## config.mk

```make
export PLATFORM = sky130hd
export DESIGN_NAME = clw_lowpower_wake
export DESIGN_NICKNAME = d
export VERILOG_FILES = /design/src/clw_pkg.sv /design/src/clw_lowpower_wake.sv /design/src/clw_glitch_filter.sv
export SDC_FILE = /design/constraint.sdc
export NUM_CORES = 1
export LEC_CHECK = 0
export ABC_AREA = 1
export BUFFER_PORTS_ARGS = -buffer_cell sky130_fd_sc_hd__buf_4
export CAP_MARGIN = 10
export CORE_ASPECT_RATIO = 1.5
export CORE_MARGIN = 10
export CORE_UTILIZATION = 56
export CTS_BUF_LIST = sky130_fd_sc_hd__clkbuf_8
export CTS_CLUSTER_SIZE = 40
export DETAILED_ROUTE_END_ITERATION = 8
export GPL_TIMING_DRIVEN = 0
export PLACE_DENSITY_LB_ADDON = 0.25
export SETUP_SLACK_MARGIN = 0.5
export SLEW_MARGIN = 20
export SYNTH_ARGS = -nofsm -noshare
export SYNTH_HDL_FRONTEND = slang
export SYNTH_SLANG_ARGS = --single-unit
```

## constraint.sdc

```tcl
create_clock -name clk -period 1.5 [get_ports clk]
set_clock_uncertainty 0.05 [all_clocks]
set_input_delay 0.3 -clock clk [delete_from_list [all_inputs] [get_ports clk]]
set_output_delay 0.3 -clock clk [all_outputs]
set_load 0.02 [all_outputs]
```

## src/clw_pkg.sv

```systemverilog
// Purpose: Shared constants for the CAN low-power, wake-up and timestamp block.
// Assumes: 125 MHz system clock, all control bits arrive as plain ports.
// Notes:   Bit positions are kept for software-visible documentation only.
// Function
// - Power-save operand 1 stops all clocks; operand 0 may stop module clocks.
// - While sleeping or powered down, the transmit pin is held recessive.
// - In Idle, module powers down if stop-in-idle is 1, runs if 0.
// - In Sleep, bus activity raises the wake flag when wake enable is set.
// - The frame that caused the wake-up is neither received nor stored.
// - After a bus wake-up the module stays disabled until software re-enables it.
// - Wake-up detection works only in Sleep, never in Idle or run.
// - Optional low-pass filter on receive input suppresses glitch wake-ups.
// - Each valid accepted frame gives a one-bit-time pulse right after EOF; the code ignores an EOF that comes while a pulse still stands.
// - Timestamp pulses are produced only while capture enable is set.
// - With capture enabled, capture channel two takes the CAN timestamp, not its pin.
package clw_pkg;

   // -------------------------------------------------------------------------
   // Field positions and levels
   // -------------------------------------------------------------------------
   localparam int unsigned STOP_IN_IDLE_POS = 13;   // Bit of control_reg_one.
   localparam int unsigned RX_CAP_EN_POS    = 3;    // Bit of control_reg_one.
   localparam logic        BUS_RECESSIVE    = 1'b1;
   localparam logic        BUS_DOMINANT     = 1'b0;
   localparam logic        PSAVE_OP_SLEEP   = 1'b1;
   localparam logic        PSAVE_OP_IDLE    = 1'b0;

   // -------------------------------------------------------------------------
   // Timing
   // -------------------------------------------------------------------------
   localparam int unsigned CLK_PERIOD_PS    = 8000;
   localparam int unsigned BIT_TIME_NS      = 1000;  // Fastest bit rate, 1 Mbps.
   localparam int unsigned BIT_CYCLES       = (BIT_TIME_NS * 1000) / CLK_PERIOD_PS;
   localparam int unsigned WAKE_FILT_NS     = 400;   // Least dominant time to wake.
   localparam int unsigned WAKE_FILT_CYCLES =
      (WAKE_FILT_NS * 1000 + CLK_PERIOD_PS - 1) / CLK_PERIOD_PS;

   // -------------------------------------------------------------------------
   // Power state, Gray coded in the order run -> idle -> sleep -> wake -> run
   // -------------------------------------------------------------------------
   typedef enum logic [1:0] {
      PS_RUN   = 2'b00,
      PS_IDLE  = 2'b01,
      PS_SLEEP = 2'b11,
      PS_WAKE  = 2'b10
   } clw_pstate_t;

endpackage : clw_pkg

```

## src/clw_lowpower_wake.sv

```systemverilog
// Purpose: Power-save response, bus wake-up and receive timestamp pulse for a CAN node.
// Assumes: clk keeps running for this logic in Sleep (it models the always-on part);
//          bus_receive_pin and all controls are synchronous to clk.
// Notes:   The protocol engine supplies frame_ok_eof and its own transmit level.
`timescale 1ns/1ps
`default_nettype none
module clw_lowpower_wake
   import clw_pkg::*;
#(
   parameter int unsigned BIT_CYC  = BIT_CYCLES,       // Cycles in one bit time.
   parameter int unsigned FILT_CYC = WAKE_FILT_CYCLES  // Glitch filter length.
) (
   input  wire logic clk,                          // System clock, 125 MHz.
   input  wire logic resetn,                       // Asynchronous reset, active low.
   input  wire logic power_save_exec,              // Power-save instruction executed.
   input  wire logic power_save_operand,           // 1 Sleep, 0 Idle.
   input  wire logic cpu_wake,                     // CPU leaves Idle or Sleep.
   input  wire logic stop_in_idle_bit,             // Power down in Idle.
   input  wire logic wake_irq_enable,              // Allow bus wake-up interrupt.
   input  wire logic wake_irq_flag_clr,            // Software clears the wake flag.
   input  wire logic wake_glitch_filter_enable,    // Enable receive low-pass filter.
   input  wire logic rx_timestamp_capture_enable,  // Enable timestamp pulses.
   input  wire logic module_enable_set,            // Software enables the module.
   input  wire logic module_enable_clr,            // Software disables the module.
   input  wire logic bus_receive_pin,              // CAN receive level.
   input  wire logic engine_tx,                    // Transmit level from engine.
   input  wire logic frame_ok_eof,                 // Accepted frame, EOF done cleanly.
   input  wire logic capture_two_pin,              // Capture channel two pin.
   output logic      bus_transmit_pin,             // CAN transmit level.
   output logic      wake_irq_flag,                // Sticky wake-up flag.
   output logic      wake_to_cpu,                  // Pulse: bus wake-up request.
   output logic      module_enabled,               // Module enable state.
   output logic      module_clk_en,                // Module clocks running.
   output logic      frame_store_en,               // Received frames may be stored.
   output logic      cpu_sleeping,                 // Power state is Sleep.
   output logic      rx_timestamp_pulse,           // One-bit-time pulse after EOF.
   output logic      capture_channel_two           // Input to capture channel two.
);

   localparam int unsigned BW = $clog2(BIT_CYC + 1);
   localparam logic [BW-1:0] BIT_LAST = BW'(BIT_CYC - 1);
   localparam int unsigned FW = $clog2(FILT_CYC + 1);

   // ------------------------------------------------------------------------
   // Declarations
   // ------------------------------------------------------------------------
   clw_pstate_t   ps_q, ps_d;
   logic          en_q, en_d;
   logic          flag_q, flag_d;
   logic          wreq_q, wreq_d;
   logic          tx_q, tx_d;
   logic          ts_q, ts_d;
   logic          cap_q, cap_d;
   logic [BW-1:0] bcnt_q, bcnt_d;
   logic          filt_dom;
   logic          bus_act;
   logic          powered_down;
   logic          wake_evt;
   logic [BW-1:0] tlen_q, tlen_d;
   logic [FW-1:0] drun_q, drun_d;

   // ------------------------------------------------------------------------
   // Receive activity detection
   // ------------------------------------------------------------------------
   // The filter is held clear outside Sleep so a long dominant run that began
   // while awake cannot fire the moment Sleep is entered.
   clw_glitch_filter #(
      .FILT_CYCLES (FILT_CYC)
   ) u_filt (
      .clk     (clk),
      .resetn  (resetn),
      .clear   (ps_q != PS_SLEEP),
      .rx_in   (bus_receive_pin),
      .dom_out (filt_dom)
   );

   // Activity is a dominant level, filtered when the filter is on.
   assign bus_act = wake_glitch_filter_enable ? filt_dom
                                              : (bus_receive_pin == BUS_DOMINANT);

   // Only Sleep with the interrupt enabled may produce a wake event.
   assign wake_evt = (ps_q == PS_SLEEP) && wake_irq_enable && bus_act;

   // Powered down in Sleep and Wake, or in Idle with stop-in-idle set.
   assign powered_down = (ps_q == PS_SLEEP) || (ps_q == PS_WAKE) ||
                         ((ps_q == PS_IDLE) && stop_in_idle_bit);

   // ------------------------------------------------------------------------
   // Power state machine
   // ------------------------------------------------------------------------
   always_comb begin
      ps_d = ps_q;
      case (ps_q)
         PS_RUN: begin
            if (power_save_exec) begin
               ps_d = (power_save_operand == PSAVE_OP_SLEEP) ? PS_SLEEP : PS_IDLE;
            end
         end
         PS_IDLE: begin
            if (cpu_wake) begin
               ps_d = PS_RUN;
            end
         end
         PS_SLEEP: begin
            if (wake_evt) begin
               ps_d = PS_WAKE;
            end else if (cpu_wake) begin
               ps_d = PS_RUN;
            end
         end
         PS_WAKE: begin
            ps_d = PS_RUN;   // Oscillator restart; the waking frame is already gone.
         end
         default: begin
            ps_d = PS_RUN;
         end
      endcase
   end

   // ------------------------------------------------------------------------
   // Module enable, wake flag and wake request
   // ------------------------------------------------------------------------
   // A bus wake forces the module off; software must enable it again. The
   // wake flag set beats a clear arriving in the same cycle.
   always_comb begin
      en_d = en_q;
      if (module_enable_set) begin
         en_d = 1'b1;
      end
      if (module_enable_clr || wake_evt) begin
         en_d = 1'b0;
      end
      flag_d = flag_q;
      if (wake_irq_flag_clr) begin
         flag_d = 1'b0;
      end
      if (wake_evt) begin
         flag_d = 1'b1;
      end
      wreq_d = wake_evt;
   end

   // ------------------------------------------------------------------------
   // Transmit pin, timestamp pulse and capture routing
   // ------------------------------------------------------------------------
   // Timestamps need a running, enabled module, so the frame that woke the
   // node is never timestamped or stored.
   always_comb begin
      tx_d   = (powered_down || !en_q) ? BUS_RECESSIVE : engine_tx;
      ts_d   = ts_q;
      bcnt_d = bcnt_q;
      if (ts_q) begin
         if (bcnt_q == BIT_LAST) begin
            ts_d   = 1'b0;
            bcnt_d = '0;
         end else begin
            bcnt_d = bcnt_q + BW'(1);
         end
      end else if (frame_ok_eof && rx_timestamp_capture_enable &&
                   en_q && !powered_down) begin
         ts_d   = 1'b1;
         bcnt_d = '0;
      end
      if (!rx_timestamp_capture_enable) begin
         ts_d   = 1'b0;
         bcnt_d = '0;
      end
      cap_d = rx_timestamp_capture_enable ? ts_d : capture_two_pin;
   end

   // Registers only.
   always_ff @(posedge clk or negedge resetn) begin
      if (!resetn) begin
         ps_q   <= PS_RUN;
         en_q   <= 1'b0;
         flag_q <= 1'b0;
         wreq_q <= 1'b0;
         tx_q   <= BUS_RECESSIVE;
         ts_q   <= 1'b0;
         cap_q  <= 1'b0;
         bcnt_q <= '0;
      end else begin
         ps_q   <= ps_d;
         en_q   <= en_d;
         flag_q <= flag_d;
         wreq_q <= wreq_d;
         tx_q   <= tx_d;
         ts_q   <= ts_d;
         cap_q  <= cap_d;
         bcnt_q <= bcnt_d;
      end
   end

   // ------------------------------------------------------------------------
   // Outputs
   // ------------------------------------------------------------------------
   assign bus_transmit_pin    = tx_q;
   assign wake_irq_flag       = flag_q;
   assign wake_to_cpu         = wreq_q;
   assign module_enabled      = en_q;
   assign module_clk_en       = !powered_down;
   assign frame_store_en      = en_q && !powered_down;
   assign cpu_sleeping        = (ps_q == PS_SLEEP);
   assign rx_timestamp_pulse  = ts_q;
   assign capture_channel_two = cap_q;

   // ------------------------------------------------------------------------
   // Check helpers
   // ------------------------------------------------------------------------
   // Independent counts for the checks below: how long the pulse has stood,
   // and how many dominant samples in a row Sleep has seen. They do not reuse
   // the design's own counters, so a broken counter cannot vouch for itself.
   always_comb begin
      tlen_d = '0;
      drun_d = '0;
      if (ts_q) begin
         tlen_d = (tlen_q == BW'(BIT_CYC)) ? tlen_q : tlen_q + BW'(1);
      end
      if ((ps_q == PS_SLEEP) && (bus_receive_pin == BUS_DOMINANT)) begin
         drun_d = (drun_q == FW'(FILT_CYC)) ? drun_q : drun_q + FW'(1);
      end
   end

   // Registers only.
   always_ff @(posedge clk or negedge resetn) begin
      if (!resetn) begin
         tlen_q <= '0;
         drun_q <= '0;
      end else begin
         tlen_q <= tlen_d;
         drun_q <= drun_d;
      end
   end
endmodule : clw_lowpower_wake
`default_nettype wire

```

## src/clw_glitch_filter.sv

```systemverilog
// Purpose: Low-pass filter for the receive line used by wake-up detection.
// Assumes: Input is synchronous to clk.
// Notes:   Output goes dominant only after FILT_CYCLES consecutive dominant samples.
`timescale 1ns/1ps
`default_nettype none
module clw_glitch_filter
   import clw_pkg::*;
#(
   parameter int unsigned FILT_CYCLES = WAKE_FILT_CYCLES
) (
   input  wire logic clk,      // System clock.
   input  wire logic resetn,   // Asynchronous reset, active low.
   input  wire logic clear,    // Restart the filter.
   input  wire logic rx_in,    // Raw receive level.
   output logic      dom_out   // Filtered dominant indication.
);

   localparam int unsigned CW = $clog2(FILT_CYCLES + 1);
   localparam logic [CW-1:0] CNT_MAX = CW'(FILT_CYCLES);

   logic [CW-1:0] cnt_q, cnt_d;
   logic          dom_q, dom_d;

   // ------------------------------------------------------------------------
   // Count consecutive dominant samples; any recessive sample restarts it.
   // ------------------------------------------------------------------------
   always_comb begin
      cnt_d = cnt_q;
      dom_d = dom_q;
      if (clear || rx_in == BUS_RECESSIVE) begin
         cnt_d = '0;
         dom_d = 1'b0;
      end else if (cnt_q != CNT_MAX) begin
         cnt_d = cnt_q + CW'(1);
         dom_d = (cnt_q + CW'(1)) == CNT_MAX;
      end
   end

   // Registers only.
   always_ff @(posedge clk or negedge resetn) begin
      if (!resetn) begin
         cnt_q <= '0;
         dom_q <= 1'b0;
      end else begin
         cnt_q <= cnt_d;
         dom_q <= dom_d;
      end
   end

   assign dom_out = dom_q;
endmodule : clw_glitch_filter
`default_nettype wire

```

==> results.md <==
* Relative slew slack at 0.805
* Clock slew at reported path FFs at 0.08 ns
* M3 GR Usage at 0.0322
* Post-layout power at 1.99 mW
* Crit. path cell count at 4
* Clk Latency, worst-skew pair at 0.27 ns
* CP Data Arrival Time at 1.14 ns
* Final Critical Period at 1.49 ns
* Sw Pwr at 692 uW
* Die ar. at 0.00460 sq mm
* Delay-heaviest family, CP: flip-flops
* Flop2flop setup slack at 0.06 ns
* Area after DPL at 0.00151 sq mm
* Reg2reg start: ps_q[1]
* Drt pass-1 iters at 5
* DR vias/cell at 5.51
* Sink Count at 22
* Cells after Synth at 158
* Cell-internal power at 1.29 mW
* Worst setup path category: reg2out
* Mean Syn Cell Area at 8.01 sq um
* Final Hold Vio Count at 0
* Met2 usage at 0.318
* Worst setup margin at 0.00821 ns
* Maximum clock insertion buffer count at 2
* Input/output buffers at 24
* Core Area at 0.00221 sq mm
* Final Max Tran Viols at 0
* Slowest CP cell: dfrtp_2
* Global routing met1 resource utilization at 0.156
* CP startpoint: ps_q[1]
* Clock power frac at 0.221
* Fin Hold WS at 0.126 ns
* Crit start category: flop
* CP Capture Point: frame_store_en
* Grt peak-use layer: met2
* Max Cap Viol at 0
* Tightest Pin Transition at 0.293 ns
* Setup violations, final at 0
* Die height at 78.2 um
* Layout Nets at 232
* DP Wirelength at 2120 um
* FF-to-FF End: u_filt.dom_out
* Via count at 1284
* Post-route clock period utilization at 0.995
* Seq/Total Area, Yosys at 0.436
* Dpl ws at 0.124 ns
* Row count at 21
* Reg power frac at 0.360
* Commonest non-fill, non-tap cell in the layout: buf_4
* Initial core utilization at 0.574
* Wire per inst at 16.2 um
* Ant diodes at 0
* Initial DRC count at 45
* All-layer global routing usage at 0.168
* Post-route cell area at 0.00191 sq mm
* Initial antenna violation count at 0
* Setup Total Neg Slack at 0 ns
* P_leak at 0.938 nW
* Synthesis Warnings at 0
* Outcome: finished clean
* Total gr overflow at 0
* RSZ-0062 raised after global routing: yes
* Layout cells sized above 1 at 0.505
* Most frequent cells in the layout: buf_4, nand2_1, inv_1
* GP Congestion at 0.864
* Buf+Inv Stages, Crit Path at 2
* Vias in the first global route at 1430
* Drt drc at 0
* First-pass GRT wire length at 6160 um
* Switching Share at 0.348
* Fmax at 0.670 GHz
* Peak supply drop at 1.02 mV
* Die width at 58.8 um
* Final WL at 3780 um
* WP data required at 1.15 ns
* Critical path endpoint category: output port
* Post-Syn Nets at 179
* Worst Path Max Fanout at 3
* Pwr dens at 1040 mW/mm^2
* Register bit total from synthesis at 22
* P&R area growth vs syn at 50.9%
* TritonCTS clock tree: built
* Combinational share of power at 0.419
* Max incr delay on CP at 0.44 ns
* FF-to-FF path depth at 9
* Cell variety after synth at 26
* DRT antenna net count at 0
* Hold crit path type: in2reg
* Largest net degree at the start of global routing at 23
* Clock Tree Root: clkbuf_8
* CP Cell Sequence: a21oi_4 > inv_2 > nor2_4 > buf_6
* Ports at 25
* Mapped Area at 0.00127 sq mm
* Number of buffers created by CTS at 3
* H-tree depth at 1
-- cell type report --
cell class | count | area [sq um]
clock buffer | 4 | 55.1
timing repair buffer | 48 | 408
fill | 114 | 297
multi-input combinational | 105 | 742
inverter | 31 | 119
tap | 23 | 28.8
sequential | 22 | 558
-- repair_timing --
item	CTS	global route
endpoints found under the setup margin	30	30
buffers inserted	18	5
endpoints found under the hold margin	21	0
hold buffers	1	0
pin swaps	7	12
gates resized for setup	32	12
-- cells in the mapped netlist (all sizes together) --
cell,number,share of area
a21o,1,0.0059
a21oi,5,0.023
a31oi,1,0.0049
clkinv,1,0.0030
dfrtp,21,0.42
dfstp,1,0.021
ha,5,0.049
inv,30,0.089
nand2,38,0.14
nand3,17,0.075
nand4,5,0.025
nor2,20,0.087
nor3,3,0.012
o21ai,7,0.031
o21bai,1,0.0059
o22ai,1,0.0049
xor2,1,0.0069
-- registers in the layout, indices dropped and copies added (netlist names) --
signal               flops
bus_transmit_pin         1
module_enabled           1
capture_channel_two      1
bcnt_q                   7
u_filt.dom_out           1
ps_q                     2
wake_irq_flag            1
rx_timestamp_pulse       1
u_filt.cnt_q             6
wake_to_cpu              1
-- per-layer routing --
metal	share of wire	vias to the layer above
li1	-	602
met1	0.34	617
met2	0.58	44
met3	0.037	21
met4	0.047	0
met5	0	-
-- worst min path at each step --
stage,cells past startpoint,slack (ns),from,endpoint
after floorplan,0,-0.05,resetn,bcnt_q[0]
after global placement,1,0.15,resetn,rx_timestamp_pulse
after detailed placement,1,0.16,resetn,capture_channel_two
after CTS,2,0.13,module_enable_clr,module_enabled
after global routing,2,0.12,module_enable_clr,module_enabled
final,2,0.13,module_enable_clr,module_enabled
-- power by group through the flow --
stage,Clock (mW),Combinational (mW),Sequential [mW]
floorplan,0,0.295,0.752
global placement,0,0.477,0.735
detailed placement,0,0.491,0.738
CTS,0.433,0.750,0.721
global route,0.467,0.896,0.720
finish,0.439,0.832,0.715
-- cells by family (layout without fill, tap and decap cells) --
logic type / count (synthesis) / in the layout / share of synthesized area
adder cells (fa/ha/maj): 5 / 5 / 0.0494
buffers and inverters: 31 / 83 / 0.0919
XOR/XNOR: 1 / 1 / 0.00692
AO/OA/AOI/OAI: 16 / 16 / 0.0751
AND/OR/NAND/NOR: 83 / 83 / 0.341
flip-flops: 22 / 22 / 0.436
-- through the flow --
| stage | std cells | util |
|---|---|---|
| final | 233 | 0.866 |
| after global routing | 233 | 0.866 |
| after CTS | 228 | 0.825 |
| after detailed placement | 205 | 0.686 |
| after global placement | 205 | 0.686 |
| after floorplan | 158 | - |
Power figures use the tool's default switching activity.
